File: config.mk
export PLATFORM = sky130hd
export DESIGN_NAME = hrp_edge_positioner
export DESIGN_NICKNAME = d
export VERILOG_FILES = /design/src/hw/hrp_pkg.sv /design/src/hw/hrp_scale_cal.sv /design/src/hw/hrp_edge_positioner.sv
export SDC_FILE = /design/constraint.sdc
export NUM_CORES = 1
export LEC_CHECK = 0
export BUFFER_PORTS_ARGS = -buffer_cell sky130_fd_sc_hd__buf_2
export CAP_MARGIN = 0
export CORE_ASPECT_RATIO = 0.7
export CORE_MARGIN = 2
export CORE_UTILIZATION = 55
export CTS_CLUSTER_SIZE = 16
export DETAILED_ROUTE_END_ITERATION = 16
export PLACE_DENSITY = 0.79
export SLEW_MARGIN = 20
export SYNTH_ARGS = -nofsm -noshare
export SYNTH_HDL_FRONTEND = slang
export SYNTH_SLANG_ARGS = --single-unit
export TNS_END_PERCENT = 20
File: constraint.sdc
create_clock -name clk -period 3.2 [get_ports clk]
set_clock_uncertainty 0.1 [all_clocks]
set_input_delay 0.16 -clock clk [delete_from_list [all_inputs] [get_ports clk]]
set_output_delay 0.16 -clock clk [all_outputs]
set_load 0.005 [all_outputs]
File: src/hw/hrp_pkg.sv
// Constants, register map and field layout of the fine edge positioner.
// Assumes one system clock at 100 MHz and a time base outside this block.
package hrp_pkg;
    // ==========================================================
    // Widths
    localparam int ADDR_W = 6;
    localparam int DATA_W = 32;
    localparam int CNT_W  = 16;
    localparam int FINE_W = 8;
    localparam int WIN_W  = 3;

    // ==========================================================
    // Register offsets (byte addresses)
    localparam logic [ADDR_W-1:0] CFG_OFS       = 6'h00;
    localparam logic [ADDR_W-1:0] CMP_OFS       = 6'h04;
    localparam logic [ADDR_W-1:0] LOCK_OFS      = 6'h08;
    localparam logic [ADDR_W-1:0] DIAG_CTRL_OFS = 6'h0c;
    localparam logic [ADDR_W-1:0] DIAG_STAT_OFS = 6'h10;
    localparam logic [ADDR_W-1:0] STAT_OFS      = 6'h14;

    // Writing this word opens the protected registers; any other closes
    localparam logic [DATA_W-1:0] UNLOCK_KEY = 32'h0000_a5a5;

    // ==========================================================
    // Field positions
    localparam int CFG_EN_BIT    = 0;
    localparam int CFG_EDGE_LSB  = 1;
    localparam int CFG_SRC_BIT   = 3;
    localparam int CFG_LOAD_LSB  = 4;
    localparam int CFG_W         = 6;
    localparam int CMP_COARSE_LSB = 16;
    localparam int CMP_FINE_LSB  = 8;
    localparam int DIAG_GO_BIT   = 0;
    localparam int DIAG_CODE_LSB = 8;
    localparam logic [CFG_W-1:0] CFG_RST = 6'h00;

    // ==========================================================
    // Field encodings
    typedef enum logic [1:0] {
        HRP_EDGE_OFF  = 2'h0,
        HRP_EDGE_RISE = 2'h1,
        HRP_EDGE_FALL = 2'h2
    } hrp_edge_type;

    typedef enum logic {
        HRP_SRC_FRACTION = 1'h0,
        HRP_SRC_DIAG     = 1'h1
    } hrp_src_type;

    typedef enum logic [1:0] {
        HRP_LOAD_ZERO      = 2'h0,
        HRP_LOAD_PERIOD    = 2'h1,
        HRP_LOAD_ZERO_PRD  = 2'h2,
        HRP_LOAD_IMMEDIATE = 2'h3
    } hrp_load_type;

    // ==========================================================
    // Timing, in system clock cycles, and fine delay step counts
    localparam logic [WIN_W-1:0] WIN_PLAIN_CYC = 3'h3;
    localparam logic [WIN_W-1:0] WIN_CAL_CYC   = 3'h6;
    localparam int               FINE_STEPS    = 255;
    localparam logic [FINE_W-1:0] FINE_MAX     = 8'hff;
    localparam logic [1:0]       CAL_SETTLE_CYC = 2'h3;
endpackage : hrp_pkg

File: src/hw/hrp_scale_cal.sv
// Self-check that counts fine delay steps in one system clock period.
// Assumes the delay line reports, asynchronously, a launched edge that
// arrived after the next clock edge.
`timescale 1ns/100ps
module hrp_scale_cal (
    // Clock and reset
    input  wire logic                       clk,
    input  wire logic                       rst,
    // Control
    input  wire logic                       start,
    // Delay line test path
    input  wire logic                       probe_late,
    output logic                            probe_launch,
    output logic [hrp_pkg::FINE_W-1:0]      probe_code,
    // Result
    output logic                            running,
    output logic                            done,
    output logic [hrp_pkg::FINE_W-1:0]      steps_per_coarse_cycle
);
    import hrp_pkg::*;

    typedef enum logic [3:0] {
        CAL_IDLE   = 4'h1,
        CAL_LAUNCH = 4'h2,
        CAL_SETTLE = 4'h4,
        CAL_CHECK  = 4'h8
    } hrp_cal_state_type;

    typedef struct packed {
        hrp_cal_state_type state;
        logic              late_meta;
        logic              late_sync;
        logic [1:0]        settle;
        logic [FINE_W-1:0] code;
        logic              launch;
        logic              done;
        logic [FINE_W-1:0] result;
    } hrp_cal_type;

    hrp_cal_type s_reg;
    hrp_cal_type s_next;

    always_comb begin
        s_next           = s_reg;
        s_next.launch    = 1'b0;
        s_next.late_meta = probe_late;
        s_next.late_sync = s_reg.late_meta;
        case (s_reg.state)
            CAL_IDLE: begin
                if (start) begin
                    s_next.code  = 8'h01;
                    s_next.done  = 1'b0;
                    s_next.state = CAL_LAUNCH;
                end
            end
            CAL_LAUNCH: begin
                s_next.launch = 1'b1;
                s_next.settle = 2'h0;
                s_next.state  = CAL_SETTLE;
            end
            // Wait out the two-flop synchroniser before judging
            CAL_SETTLE: begin
                s_next.settle = s_reg.settle + 2'h1;
                if (s_reg.settle == CAL_SETTLE_CYC) begin
                    s_next.state = CAL_CHECK;
                end
            end
            CAL_CHECK: begin
                if (s_reg.late_sync || s_reg.code == FINE_MAX) begin
                    s_next.result = s_reg.code;
                    s_next.done   = 1'b1;
                    s_next.state  = CAL_IDLE;
                end else begin
                    s_next.code  = s_reg.code + 8'h01;
                    s_next.state = CAL_LAUNCH;
                end
            end
            default: s_next.state = CAL_IDLE;
        endcase
    end

    always_ff @(posedge clk) begin
        if (rst) begin
            s_reg       <= '0;
            s_reg.state <= CAL_IDLE;
        end else begin
            s_reg <= s_next;
        end
    end

    assign probe_launch           = s_reg.launch;
    assign probe_code             = s_reg.code;
    assign running                = s_reg.state != CAL_IDLE;
    assign done                   = s_reg.done;
    assign steps_per_coarse_cycle = s_reg.result;
endmodule : hrp_scale_cal

File: src/hw/hrp_edge_positioner.sv
// Fine edge positioner for output channel A of a counter-based PWM.
// Assumes an outer time base on the same clock that gives the count,
// zero and period strobes and the count direction.
`timescale 1ns/100ps
module hrp_edge_positioner #(
    parameter int WIN_PLAIN = 3,
    parameter int WIN_CAL   = 6
) (
    // Clock and reset
    input  wire logic                       clk,
    input  wire logic                       rst,
    // Register port
    input  wire logic [hrp_pkg::ADDR_W-1:0] addr,
    input  wire logic [hrp_pkg::DATA_W-1:0] wdata,
    input  wire logic                       wr,
    input  wire logic                       rd,
    output logic [hrp_pkg::DATA_W-1:0]      rdata,
    // Time base
    input  wire logic [hrp_pkg::CNT_W-1:0]  tb_count,
    input  wire logic                       tb_at_zero,
    input  wire logic                       tb_at_period,
    input  wire logic                       tb_count_down,
    // Fine delay line
    output logic                            output_channel_a,
    output logic [hrp_pkg::FINE_W-1:0]      fine_edge_delay_line,
    output logic                            delay_rise_en,
    output logic                            delay_fall_en,
    // Calibration probe of the delay line
    input  wire logic                       probe_late,
    output logic                            probe_launch,
    output logic [hrp_pkg::FINE_W-1:0]      probe_code
);
    import hrp_pkg::*;

    // ==========================================================
    // Parameter checks
    if (WIN_PLAIN < 1 || WIN_PLAIN > 7 || WIN_CAL < WIN_PLAIN
        || WIN_CAL > 7) begin : g_bad_win
        $error("window counts must satisfy 1 <= plain <= cal <= 7");
    end
    if (FINE_STEPS != 255) begin : g_bad_steps
        $error("fine step code must cover 255 steps");
    end

    localparam logic [WIN_W-1:0] WIN_P = WIN_W'(WIN_PLAIN);
    localparam logic [WIN_W-1:0] WIN_C = WIN_W'(WIN_CAL);

    // ==========================================================
    // State
    typedef struct packed {
        logic [CFG_W-1:0]  cfg;
        logic              unlocked;
        logic [CNT_W-1:0]  coarse_shadow;
        logic [FINE_W-1:0] fine_shadow;
        logic [CNT_W-1:0]  coarse_active;
        logic [FINE_W-1:0] fine_active;
        logic [FINE_W-1:0] diag_code;
        logic              cal_go;
        logic [WIN_W-1:0]  win_cnt;
        logic              pwm;
        logic [FINE_W-1:0] delay_code;
        logic              rise_en;
        logic              fall_en;
        logic [DATA_W-1:0] rdata;
    } hrp_state_type;

    hrp_state_type s_reg;
    hrp_state_type s_next;

    logic              cal_running;
    logic              cal_done;
    logic [FINE_W-1:0] cal_steps;

    hrp_scale_cal u_cal (
        .clk                    (clk),
        .rst                    (rst),
        .start                  (s_reg.cal_go),
        .probe_late             (probe_late),
        .probe_launch           (probe_launch),
        .probe_code             (probe_code),
        .running                (cal_running),
        .done                   (cal_done),
        .steps_per_coarse_cycle (cal_steps)
    );

    // ==========================================================
    // Decoded configuration
    logic              hr_en;
    hrp_edge_type      edge_sel;
    hrp_src_type       src_sel;
    hrp_load_type      load_sel;
    logic              period_start;
    logic              load_fine;
    logic [FINE_W-1:0] fine_src;
    logic              match;
    logic              fine_ok;
    logic              pwm_new;
    logic [WIN_W-1:0]  win_lim;

    always_comb begin
        hr_en    = s_reg.cfg[CFG_EN_BIT];
        edge_sel = hrp_edge_type'(s_reg.cfg[CFG_EDGE_LSB +: 2]);
        src_sel  = hrp_src_type'(s_reg.cfg[CFG_SRC_BIT]);
        load_sel = hrp_load_type'(s_reg.cfg[CFG_LOAD_LSB +: 2]);
        // A down-counting period starts at the period value
        period_start = tb_count_down ? tb_at_period : tb_at_zero;
        case (load_sel)
            HRP_LOAD_ZERO:      load_fine = tb_at_zero;
            HRP_LOAD_PERIOD:    load_fine = tb_at_period;
            HRP_LOAD_ZERO_PRD:  load_fine = tb_at_zero || tb_at_period;
            HRP_LOAD_IMMEDIATE: load_fine = 1'b1;
            default:            load_fine = tb_at_zero;
        endcase
        fine_src = (src_sel == HRP_SRC_FRACTION) ? s_reg.fine_shadow
                                                 : s_reg.diag_code;
        win_lim  = cal_running ? WIN_C : WIN_P;
        match    = tb_count == s_reg.coarse_active;
        // Fine placement only once the start window has elapsed
        fine_ok  = hr_en && !period_start
                   && s_reg.win_cnt >= win_lim;
    end

    // ==========================================================
    // Next state
    always_comb begin
        s_next         = s_reg;
        s_next.cal_go  = 1'b0;
        s_next.rise_en = 1'b0;
        s_next.fall_en = 1'b0;
        s_next.rdata   = '0;

        // Register writes
        if (wr) begin
            case (addr)
                LOCK_OFS: s_next.unlocked = wdata == UNLOCK_KEY;
                CFG_OFS: begin
                    if (s_reg.unlocked) begin
                        s_next.cfg = wdata[CFG_W-1:0];
                    end
                end
                CMP_OFS: begin
                    // Coarse and fraction land together in one write
                    s_next.coarse_shadow =
                        wdata[CMP_COARSE_LSB +: CNT_W];
                    s_next.fine_shadow =
                        wdata[CMP_FINE_LSB +: FINE_W];
                end
                DIAG_CTRL_OFS: begin
                    // Only the unlocked calibration path reaches these
                    if (s_reg.unlocked) begin
                        s_next.cal_go    = wdata[DIAG_GO_BIT];
                        s_next.diag_code =
                            wdata[DIAG_CODE_LSB +: FINE_W];
                    end
                end
                default: ;
            endcase
        end

        // Register reads, answered in the next cycle
        if (rd) begin
            case (addr)
                CFG_OFS:  s_next.rdata = {{(DATA_W-CFG_W){1'b0}}, s_reg.cfg};
                CMP_OFS:  s_next.rdata = {s_reg.coarse_shadow,
                                          s_reg.fine_shadow, 8'h00};
                LOCK_OFS: s_next.rdata = {{(DATA_W-1){1'b0}},
                                          s_reg.unlocked};
                DIAG_CTRL_OFS: s_next.rdata = {16'h0000, s_reg.diag_code,
                                               7'h00, cal_running};
                DIAG_STAT_OFS: s_next.rdata = {16'h0000, cal_steps,
                                               7'h00, cal_done};
                STAT_OFS: s_next.rdata = {s_reg.coarse_active,
                                          s_reg.fine_active,
                                          4'h0, fine_ok, s_reg.win_cnt};
                default:  s_next.rdata = '0;
            endcase
        end

        // Shadow transfers
        if (period_start) begin
            s_next.coarse_active = s_reg.coarse_shadow;
        end
        if (load_fine) begin
            s_next.fine_active = fine_src;
        end

        // Start-of-period window counter, saturating; the start cycle
        // itself counts as the first elapsed cycle
        if (period_start) begin
            s_next.win_cnt = 3'h1;
        end else if (s_reg.win_cnt != {WIN_W{1'b1}}) begin
            s_next.win_cnt = s_reg.win_cnt + 3'h1;
        end

        // Coarse waveform; a compare hit on the start cycle wins, so
        // a zero compare gives 0% in count-up
        pwm_new = s_reg.pwm;
        if (tb_count_down) begin
            if (period_start) pwm_new = 1'b0;
            if (match) pwm_new = 1'b1;
        end else begin
            if (period_start) pwm_new = 1'b1;
            if (match) pwm_new = 1'b0;
        end
        s_next.pwm = pwm_new;

        // Fine delay on the selected edge of channel A only
        if (pwm_new && !s_reg.pwm) begin
            if (edge_sel == HRP_EDGE_RISE && fine_ok) begin
                s_next.rise_en    = 1'b1;
                s_next.delay_code = s_reg.fine_active;
            end else begin
                s_next.delay_code = '0;
            end
        end else if (!pwm_new && s_reg.pwm) begin
            if (edge_sel == HRP_EDGE_FALL && fine_ok) begin
                s_next.fall_en    = 1'b1;
                s_next.delay_code = s_reg.fine_active;
            end else begin
                s_next.delay_code = '0;
            end
        end
        if (!hr_en) begin
            s_next.delay_code = '0;
        end
    end

    always_ff @(posedge clk) begin
        if (rst) begin
            s_reg     <= '0;
            s_reg.cfg <= CFG_RST;
        end else begin
            s_reg <= s_next;
        end
    end

    // ==========================================================
    // Outputs
    assign rdata                = s_reg.rdata;
    assign output_channel_a     = s_reg.pwm;
    assign fine_edge_delay_line = s_reg.delay_code;
    assign delay_rise_en        = s_reg.rise_en;
    assign delay_fall_en        = s_reg.fall_en;
endmodule : hrp_edge_positioner

==> results.json, run 1 <==
{
  "status": "complete, no violations",
  "firstDrtPassIters": 5,
  "largest_register_ffs": 62,
  "syn_avg_cell_area_um2": 8.79,
  "clock_latency_ns": 0.42,
  "max_clock_freq_ghz": 0.339,
  "fin_crit_ns": 2.95,
  "final.setup.tns_ns": 0,
  "ant_nets": 0,
  "hpwl_um": 10900,
  "place_congestion": 0.880,
  "rsz0062_at_grt": "no",
  "cp.required_ns": 3.46,
  "register_area_um2": 2680,
  "portBuffers": 111,
  "crit_family": "simple AND/OR/NAND/NOR gates",
  "synth_cell_types": 52,
  "tightest_slew_ns": 0.913,
  "async_reset_ff_share_pct": 0,
  "arrival_ns": 3.20,
  "hold_viol": 0,
  "area_growth_pct": 20.5,
  "initial_core_util_pct": 57.1,
  "crit_path_max_incr_delay_ns": 0.49,
  "grt_overflow": 0,
  "num_rows": 31,
  "setup_ws_ns": 0.254,
  "mostFrequentLayoutCells": "dfxtp_1, buf_2, nand2_1",
  "cts_tree": "yes",
  "clkPwrFrac_pct": 51.9,
  "synthCells": 681,
  "swShare_pct": 21.9,
  "place_ws_ns": 0.282,
  "total_power_uw": 3960,
  "pin_count": 114,
  "cts.path.max_buffers": 2,
  "stdcell_count": 913,
  "final_common_cell": "dfxtp_1",
  "start_kind": "flop",
  "cp_max_fo": 8,
  "grt_max_degree": 86,
  "totalWireLength_um": 16500,
  "yosysSeqAreaShare_pct": 44.8,
  "routed_via_density": 5.92,
  "htreeDepth": 4,
  "power_leakage_uw": 0.00297,
  "cts_setup_buffers": 0,
  "finalSetupViolCount": 0,
  "intPower_uw": 3090,
  "ir_worst_vdd_mv": 0.448,
  "multi_input_area_um2": 2750,
  "track_usage_pct": 28.2,
  "cts-buffers-inserted": 17,
  "synth_top_flop_cell": "dfxtp_1",
  "fin_nets": 836,
  "antenna_found_initial": 0,
  "die_w_um": 129,
  "switchingPower_uw": 866,
  "synth-seq-cells": 134,
  "die_area_um2": 11700,
  "cts_root_buf": "clkbuf_16",
  "post_route_cells_drive_above_1_share_pct": 21.5,
  "crit_path_cell_trace": "xor2_1 -> nor4_1 -> nand4_1 -> mux2_2 -> ha_1 -> or3b_2 -> a2111oi_4 -> buf_4 -> a22o_1",
  "fp.dieH_um": 91.3,
  "final_max_slew_viol_count": 0,
  "min_path_type": "in -> reg",
  "grt_pass1_wl_um": 25700,
  "core_um2": 10500,
  "power_density_nw_per_um2": 549,
  "synth_edf_count": 0,
  "clk_transition_reported_paths_ns": 0.06,
  "p_seq_share_pct": 42.9,
  "place_inst": 849,
  "crit_type": "reg -> reg",
  "timing.critical_path.buf_inv": 1,
  "first_iter_violations": 556,
  "drc": 0,
  "routedWlPerCell_um": 18.1,
  "crit_path_end_kind": "flop",
  "vias": 5402,
  "max_cap_violations": 0,
  "slowest_stage": "or3b_2",
  "ys_warn_count": 0,
  "post-route-period-util_pct": 92.1,
  "synth_area_um2": 5980,
  "fillCellCount": 789,
  "comb_power_share_pct": 5.3,
  "cts_sinks": 134,
  "max-slew-margin-rel_pct": 39.2,
  "grt_pass1_vias": 5221
}
## layout make-up
class,instances,area share [%]
clock inverter,13,2.52
antenna,1,0.0347
sequential,134,37.2
timing repair buffer,154,13.3
clock buffer,18,6.09
tap,132,2.29
inverter,7,0.365
multi-input combinational,454,38.2
## cell usage after synthesis (5+ instances only)
cell type / number / share of area [%]
buf_4: 48 / 6.0
mux2_2: 11 / 2.1
nor2_1: 52 / 3.3
a21oi_1: 68 / 5.7
inv_1: 7 / 0.44
mux2i_1: 31 / 5.2
nand3_1: 16 / 1.3
a22o_1: 8 / 1.2
clkbuf_1: 33 / 2.1
a211oi_1: 13 / 1.6
nor4_1: 10 / 1.0
xor2_1: 17 / 2.5
nor2b_1: 6 / 0.63
nor4b_1: 5 / 0.73
and3_1: 8 / 0.84
ha_1: 6 / 1.3
o21ai_0: 11 / 0.92
a22oi_1: 28 / 3.5
nand2_1: 106 / 6.6
dfxtp_1: 134 / 45
nor3_1: 6 / 0.50
## tightest hold or removal path, cell delays in order
cell	delay [ns]
buf_2	0.09
nor2b_1	0.10
and3_1	0.19
## per-stage QoR
step	area [µm²]	util, %	hold slack (ns)
2_1_floorplan	5990	-	0.188
3_3_place_gp	6260	59.8	0.273
3_5_place_dp	6260	59.8	0.283
4_1_cts	7210	68.8	0.0509
5_1_grt	7210	68.8	0.0525
6_report	7210	68.8	0.0658
## worst paths after layout
| check | slack [ns] | to | startpoint | cells past startpoint |
|---|---|---|---|---|
| worst max register to register | 0.25 | fine_edge_delay_line[1] | s_reg[75] | 9 |
| worst min register to register | 0.34 | u_cal.s_reg[20] | u_cal.s_next[20] | 1 |
| worst min-delay path | 0.07 | rdata[4] | rst | 3 |
| worst max-delay path | 0.25 | fine_edge_delay_line[1] | s_reg[75] | 9 |
## repair_timing
action / in CTS / in global routing
endpoints found under the setup margin: 0 / 0
gates resized for setup: 0 / 0
hold buffers: 32 / 0
endpoints found under the hold margin: 41 / 0
## power groups by stage
stage	combinational [µW]	sequential [µW]	clock [µW]
5_1_grt	223	1700	2140
2_1_floorplan	92.5	1730	0
3_5_place_dp	170	1730	0
6_report	208	1700	2050
4_1_cts	201	1700	2060
3_3_place_gp	166	1730	0
## cell families (layout without fill, tap and decap cells)
group | after synthesis | count (layout) | share of synthesized area, %
other cells | 1 | 3 | 0.0627
mux | 42 | 42 | 7.26
simple gates | 239 | 239 | 18.9
xor+xnor | 17 | 17 | 2.49
buf+inv | 94 | 192 | 9.31
fa+ha+maj | 6 | 6 | 1.25
flops | 134 | 134 | 44.8
compound gates | 148 | 148 | 15.9
## per-layer routing
layer  track usage (%)  wire, µm  vias to the layer above
met5                 0         0                        -
met4              12.6       507                        0
met3              7.84      1480                       45
met2              42.7      7280                      290
met1              37.4      7210                     2550
li1                  -         -                     2517
Note: power is estimated with default switching activity, not from simulation.
==> inputs of run 2 (changes only) <==
Settings changed: CORE_UTILIZATION 55 to 50, PLACE_DENSITY 0.79 to 0.76.
Clock period 3.2 ns to 2.55 ns, I/O delays scaled along.
==> run 2 against run 1 <==
Against the previous run:
- the flow now finishes with violations (setup timing)
- register-to-register slack lost 0.48 ns
- hold slack lost 0.026 ns
- clock power grew 21%
- via count grew 0.33%
- power grew 24%
- combinational power grew 31%
- flip-flop and latch count is the same
- sequential power grew 25%
- clock-buffer cell count grew 6
- critical path depth grew 1
- final area grew 2.7%
- core utilization shrank 5.5 points
==> results.json, run 2 (synthesized netlist as in run 1, its figures left out) <==
{
  "fillCellCount": 924,
  "pin_count": 114,
  "cts_tree": "yes",
  "setup_ws_ns": -0.222,
  "cp-startpoint": "s_reg[71]",
  "portBuffers": 111,
  "swShare_pct": 21.4,
  "routedWlPerCell_um": 17.0,
  "die_w_um": 135,
  "ir_worst_vdd_mv": 0.588,
  "postLayoutCellArea_um2": 7400,
  "post-route-period-util_pct": 109,
  "max_clock_freq_ghz": 0.361,
  "post_route_cells_drive_above_1_share_pct": 24.1,
  "finalSetupViolCount": 8,
  "num_rows": 33,
  "crit_path_max_incr_delay_ns": 0.40,
  "antenna_found_initial": 0,
  "grt_pass1_wl_um": 25100,
  "crit_type": "reg -> reg",
  "place_inst": 891,
  "max-slew-margin-rel_pct": 45.2,
  "initial_core_util_pct": 51.2,
  "register_area_um2": 2690,
  "tightest_slew_ns": 0.821,
  "totalWireLength_um": 16300,
  "vias": 5420,
  "first_iter_violations": 526,
  "cts_sinks": 134,
  "clock_latency_ns": 0.42,
  "drc": 0,
  "power_density_nw_per_um2": 661,
  "hold_start": "wr",
  "reg2reg_to": "fine_edge_delay_line[5]",
  "htreeDepth": 4,
  "cts.path.max_buffers": 2,
  "start_kind": "flop",
  "intPower_uw": 3850,
  "grt_overflow": 0,
  "num_antenna_cells": 0,
  "arrival_ns": 3.03,
  "cts_root_buf": "clkbuf_16",
  "max_cap_violations": 0,
  "cp_max_fo": 8,
  "place_congestion": 0.888,
  "comb_power_share_pct": 5.6,
  "rsz0062_at_grt": "yes",
  "mostFrequentLayoutCells": "dfxtp_1, buf_2, nand2_1",
  "core_um2": 11700,
  "hpwl_um": 11400,
  "area_growth_pct": 23.7,
  "fp.dieH_um": 95.5,
  "track_usage_pct": 25.3,
  "dpl_cell_area_um2": 6450,
  "critPathCapture": "fine_edge_delay_line[5]",
  "firstDrtPassIters": 5,
  "min_path_type": "in -> reg",
  "slowest_stage": "or3b_4",
  "die_area_um2": 12900,
  "largest_register_ffs": 62,
  "crit_path_end_kind": "flop",
  "fin_nets": 855,
  "cp.required_ns": 2.81,
  "routed_via_density": 5.66,
  "status": "finished, violations left",
  "clkPwrFrac_pct": 50.9,
  "ant_nets": 0,
  "switchingPower_uw": 1050,
  "crit-reg2reg-launch": "s_reg[71]",
  "hold_viol": 0,
  "grt_pass1_vias": 4962,
  "r2r_cells": 10,
  "stdcell_count": 957,
  "clk_transition_reported_paths_ns": 0.06,
  "final_common_cell": "dfxtp_1",
  "cp_common_cell": "buf_4",
  "final_max_slew_viol_count": 0,
  "cts-buffers-inserted": 17,
  "rrSetupSlack_ns": -0.22,
  "crit_path_cell_trace": "xor2_1 -> nor4_1 -> buf_4 -> nand4_1 -> mux2_4 -> ha_4 -> or3b_4 -> a2111oi_4 -> buf_4 -> a22o_1",
  "post-route-util_pct": 63.3,
  "multi_input_area_um2": 2780,
  "violations": "setup timing",
  "grt_max_degree": 78,
  "hold_slack_ns": 0.0402,
  "fin_crit_ns": 2.77,
  "p_seq_share_pct": 43.5,
  "power_leakage_uw": 0.00306,
  "worstHoldPathCells": 4
}
==> run 2: cell types whose count changed in the layout (fill, tap and decap cells not counted), moves of 2 or more <==
cell and delta:
buf_4 +18, dfxtp_1 -8, dfxtp_2 +8, clkbuf_1 +4, clkbuf_8 +2, clkinv_4 -2
==> run 2: worst max-delay path: cells and delay by family, from the launching register on <==
family	cells	cell delay [ns]
flops	1	0.32
buf+inv	2	0.37
simple gates	3	0.84
compound gates	2	0.42
xor+xnor	1	0.14
mux	1	0.36
fa+ha+maj	1	0.16
==> run 2: power by group through the flow <==
| stage | clock network, µW | registers, µW | logic (µW) |
|---|---|---|---|
| 2_1_floorplan | 0 | 2170 | 121 |
| 3_3_place_gp | 0 | 2170 | 218 |
| 3_5_place_dp | 0 | 2170 | 226 |
| 4_1_cts | 2520 | 2130 | 265 |
| 5_1_grt | 2620 | 2130 | 292 |
| 6_report | 2490 | 2130 | 273 |
==> run 2: what timing repair did <==
| action | CTS | global route |
|---|---|---|
| hold buffers | 33 | 0 |
| setup buffers | 1 | 0 |
| pin swaps | 2 | 1 |
| endpoints found under the setup margin | 8 | 8 |
| endpoints found under the hold margin | 47 | 0 |
| gates cloned | 0 | 0 |
| gates resized for setup | 0 | 2 |
==> run 2: worst min-delay path by stage <==
stage	endpoint	slack (ns)
2_1_floorplan	u_cal.s_next[20]	0.16
3_3_place_gp	u_cal.s_next[20]	0.24
3_5_place_dp	u_cal.s_next[20]	0.24
4_1_cts	s_reg[103]	0.02
5_1_grt	s_reg[103]	0.07
6_report	s_reg[103]	0.04
==> run 2: per-stage QoR <==
step           setup slack (ns)  total power (µW)  setup TNS (ns)
2_1_floorplan           -0.0526              2290          -0.420
3_3_place_gp             -0.161              2390           -1.29
3_5_place_dp             -0.190              2400           -1.44
4_1_cts                  -0.215              4920           -1.64
5_1_grt                  -0.315              5040           -2.39
6_report                 -0.222              4890           -1.71
==> run 2: layer usage <==
layer / vias up / GRT usage (%) / part of all wire, %
li1: 2561 / - / -
met1: 2551 / 34.9 / 46
met2: 273 / 37.9 / 44
met3: 35 / 5.74 / 8.1
met4: 0 / 11.7 / 2.2
met5: - / 0 / 0
==> run 2: cell type report <==
cell class	instances	share of cell area, %
multi-input cells	454	37.5
flip-flops and latches	134	36.4
repair buffers	173	14.9
clock buffers	24	6.51
well taps	157	2.65
clock inverters	8	1.64
inverters	7	0.355
==> inputs of run 3 (changes only) <==
Settings changed: ABC_AREA from default to 1, SLEW_MARGIN 20 to 10, TNS_END_PERCENT 20 to default.
==> run 3 against run 2 <==
Against the previous run:
- largest cell class is now registers
- register-to-register slack improved by 0.53 ns
- synthesized area increased by 3.5%
- sequential power about the same
- core utilization decreased by 1.3 points
- critical path type unchanged
- highest routed layer unchanged
- the flow now finishes without violations
==> results.json, run 3 <==
{
  "finalSetupViolCount": 0,
  "min_path_type": "in -> reg",
  "drc": 0,
  "worstHoldPathCells": 4,
  "synth_area_um2": 6190,
  "routedWlPerCell_um": 14.1,
  "use_met1_pct": 36.5,
  "core_um2": 11900,
  "max-slew-margin-rel_pct": 44.4,
  "area_growth_pct": 19.1,
  "gr-usage-met3_pct": 5.58,
  "grt_overflow": 0,
  "p_seq_share_pct": 45.3,
  "synth_cell_types": 42,
  "fillCellCount": 1103,
  "max_cap_violations": 0,
  "rrSetupSlack_ns": 0.31,
  "r2r_cells": 13,
  "totalWireLength_um": 15700,
  "crit_path_max_incr_delay_ns": 0.49,
  "switchingPower_uw": 1100,
  "max_clock_freq_ghz": 0.446,
  "cp.depth": 13,
  "clkPwrFrac_pct": 46.9,
  "clk_transition_reported_paths_ns": 0.06,
  "antenna_found_initial": 0,
  "met2_usage_pct": 35.6,
  "status": "complete, no violations",
  "largest_register_ffs": 62,
  "slowest_stage": "ha_2",
  "hold_viol": 0,
  "synth_area_leaders": "dfxtp_1, nand2_1, nor2_1",
  "yosys.area.top_type": "dfxtp_1",
  "post-route-period-util_pct": 88.0,
  "register_area_um2": 2680,
  "multi_input_area_um2": 2620,
  "power_leakage_uw": 0.00323,
  "reg2reg_to": "fine_edge_delay_line[4]",
  "synthCells": 853,
  "cp.required_ns": 2.74,
  "crit-reg2reg-launch": "s_reg[63]",
  "cts-buffers-inserted": 17,
  "first_iter_violations": 510,
  "cp_max_fo": 16,
  "comb_power_share_pct": 7.8,
  "num_rows": 33,
  "clock_latency_ns": 0.42,
  "vias": 5684,
  "yosysSeqAreaShare_pct": 43.3,
  "cts_tree": "yes",
  "ant_nets": 0,
  "cp_common_cell": "nand2_1",
  "timing.critical_path.buf_inv": 2,
  "portBuffers": 111,
  "cts_root_buf": "clkbuf_16",
  "synth-seq-cells": 134,
  "ir_worst_vdd_mv": 0.510,
  "fin_crit_ns": 2.24,
  "rsz0062_at_grt": "no",
  "routed_via_density": 5.11,
  "synth_most_common_cell": "nand2_1",
  "fp.dieH_um": 97.1,
  "synth_top_flop_cell": "dfxtp_1",
  "arrival_ns": 2.43,
  "grt_max_degree": 40,
  "place_ws_ns": 0.201,
  "place_congestion": 0.830,
  "worst_hold_path.endpoint": "s_reg[103]",
  "top_usage_layer": "met1",
  "initial_core_util_pct": 52.1,
  "mostFrequentLayoutCells": "nand2_1, nor2_1, dfxtp_1",
  "crit_family": "simple AND/OR/NAND/NOR gates",
  "synth_top_area_share_pct": 43.3,
  "synth_top_cells_by_count": "nand2_1, nor2_1, dfxtp_1",
  "htreeDepth": 4,
  "grt_pass1_wl_um": 26000,
  "crit_path_cell_trace": "inv_1 -> nand2_1 -> nand2_1 -> nor2_1 -> nand2_1 -> nor2_1 -> nand3_1 -> nand2_1 -> inv_1 -> ha_2 -> nor2_1 -> o211ai_1 -> a21oi_1",
  "die_area_um2": 13300,
  "setup_ws_ns": 0.307,
  "grt_pass1_vias": 5344,
  "final.setup.tns_ns": 0,
  "pin_count": 114,
  "crit_type": "reg -> reg",
  "ys_warn_count": 0,
  "final_max_slew_viol_count": 0,
  "syn_avg_cell_area_um2": 7.26,
  "crit_path_end_kind": "flop",
  "swShare_pct": 23.2,
  "post_route_cells_drive_above_1_share_pct": 18.0,
  "track_usage_pct": 24.9,
  "hold_start": "wr",
  "cts_sinks": 134,
  "power_density_nw_per_um2": 646,
  "die_w_um": 137,
  "final_common_cell": "nand2_1",
  "cts.path.max_buffers": 2,
  "firstDrtPassIters": 5,
  "intPower_uw": 3660,
  "fin_nets": 1014,
  "num_antenna_cells": 0,
  "synth_edf_count": 0,
  "async_reset_ff_share_pct": 0,
  "tightest_slew_ns": 0.831,
  "hpwl_um": 10800,
  "start_kind": "flop"
}
-- run 3: cell types whose count changed in the layout (fill, tap and decap cells not counted), sizes merged, moves of 11 or more --
| cell | before | now |
|---|---|---|
| o21ai | 12 | 86 |
| mux2 | 11 | 0 |
| nor2 | 52 | 142 |
| nand2 | 106 | 147 |
| buf | 140 | 121 |
| inv | 7 | 101 |
| mux2i | 31 | 2 |
| xor2 | 17 | 2 |
| a22oi | 28 | 10 |
-- run 3: worst register-to-register path, stage by stage, from the launching register on --
cell and delay [ns]:
dfxtp_1 0.37, inv_1 0.08, nand2_1 0.06, nand2_1 0.06, nor2_1 0.11, nand2_1 0.07, nor2_1 0.19, nand3_1 0.10
nand2_1 0.14, inv_1 0.07, ha_2 0.49, nor2_1 0.08, o211ai_1 0.10, a21oi_1 0.09
-- run 3: layout make-up --
| type | instances | share of cell area, % |
|---|---|---|
| flip-flops and latches | 134 | 36.4 |
| multi-input cells | 539 | 35.5 |
| repair buffers | 152 | 12.9 |
| clock buffers | 26 | 7.04 |
| inverters | 102 | 5.21 |
| well taps | 157 | 2.66 |
| clock inverters | 3 | 0.238 |
-- run 3: repair_timing --
item	CTS	global route
setup buffers	0	1
resized for setup	0	2
setup endpoints to repair	0	9
hold buffers	31	0
endpoints found under the hold margin	40	0
-- run 3: cells by family (layout without fill, tap and decap cells) --
| family | count (synthesis) | in the layout | synth area share, % |
|---|---|---|---|
| buf+inv | 181 | 283 | 14.6 |
| flops | 134 | 134 | 43.3 |
| other cells | 1 | 2 | 0.0606 |
| mux | 2 | 2 | 0.323 |
| fa+ha+maj | 6 | 6 | 1.21 |
| simple gates | 331 | 331 | 22.6 |
| xor+xnor | 2 | 2 | 0.283 |
| compound gates | 196 | 196 | 17.7 |
-- run 3: per-layer routing --
metal / up-vias / part of all wire, %
met5: - / 0
met4: 0 / 1.6
met3: 25 / 7.4
met2: 204 / 42
met1: 2575 / 49
li1: 2880 / -
-- run 3: power by group through the flow --
stage                     combinational [µW]  clock, µW  sequential [µW]
after floorplan                          206          0             2190
after global placement                   323          0             2200
after detailed placement                 327          0             2200
after CTS                                366       2250             2160
after global routing                     417       2360             2160
final                                    373       2230             2160
-- run 3: worst max-delay path by stage --
stage | startpoint | end | slack, ns
after floorplan | s_reg[77] | fine_edge_delay_line[6] | 0.42
after global placement | s_reg[68] | fine_edge_delay_line[2] | 0.28
after detailed placement | s_reg[67] | fine_edge_delay_line[2] | 0.20
after CTS | s_reg[63] | fine_edge_delay_line[4] | 0.15
after global routing | s_reg[63] | fine_edge_delay_line[4] | 0.07
final | s_reg[63] | fine_edge_delay_line[4] | 0.31
-- run 3: metrics by stage --
step / utilization, % / instances / cell area [µm²] / total power [µW] / hold WS [ns]
floorplan: - / 854 / 6190 / 2400 / 0.134
global placement: 54.6 / 1052 / 6500 / 2520 / 0.229
detailed placement: 54.6 / 1052 / 6500 / 2530 / 0.236
CTS: 61.8 / 1112 / 7340 / 4770 / 0.00994
global route: 62.0 / 1113 / 7370 / 4940 / 0.0279
finish: 62.0 / 1113 / 7370 / 4760 / 0.0138
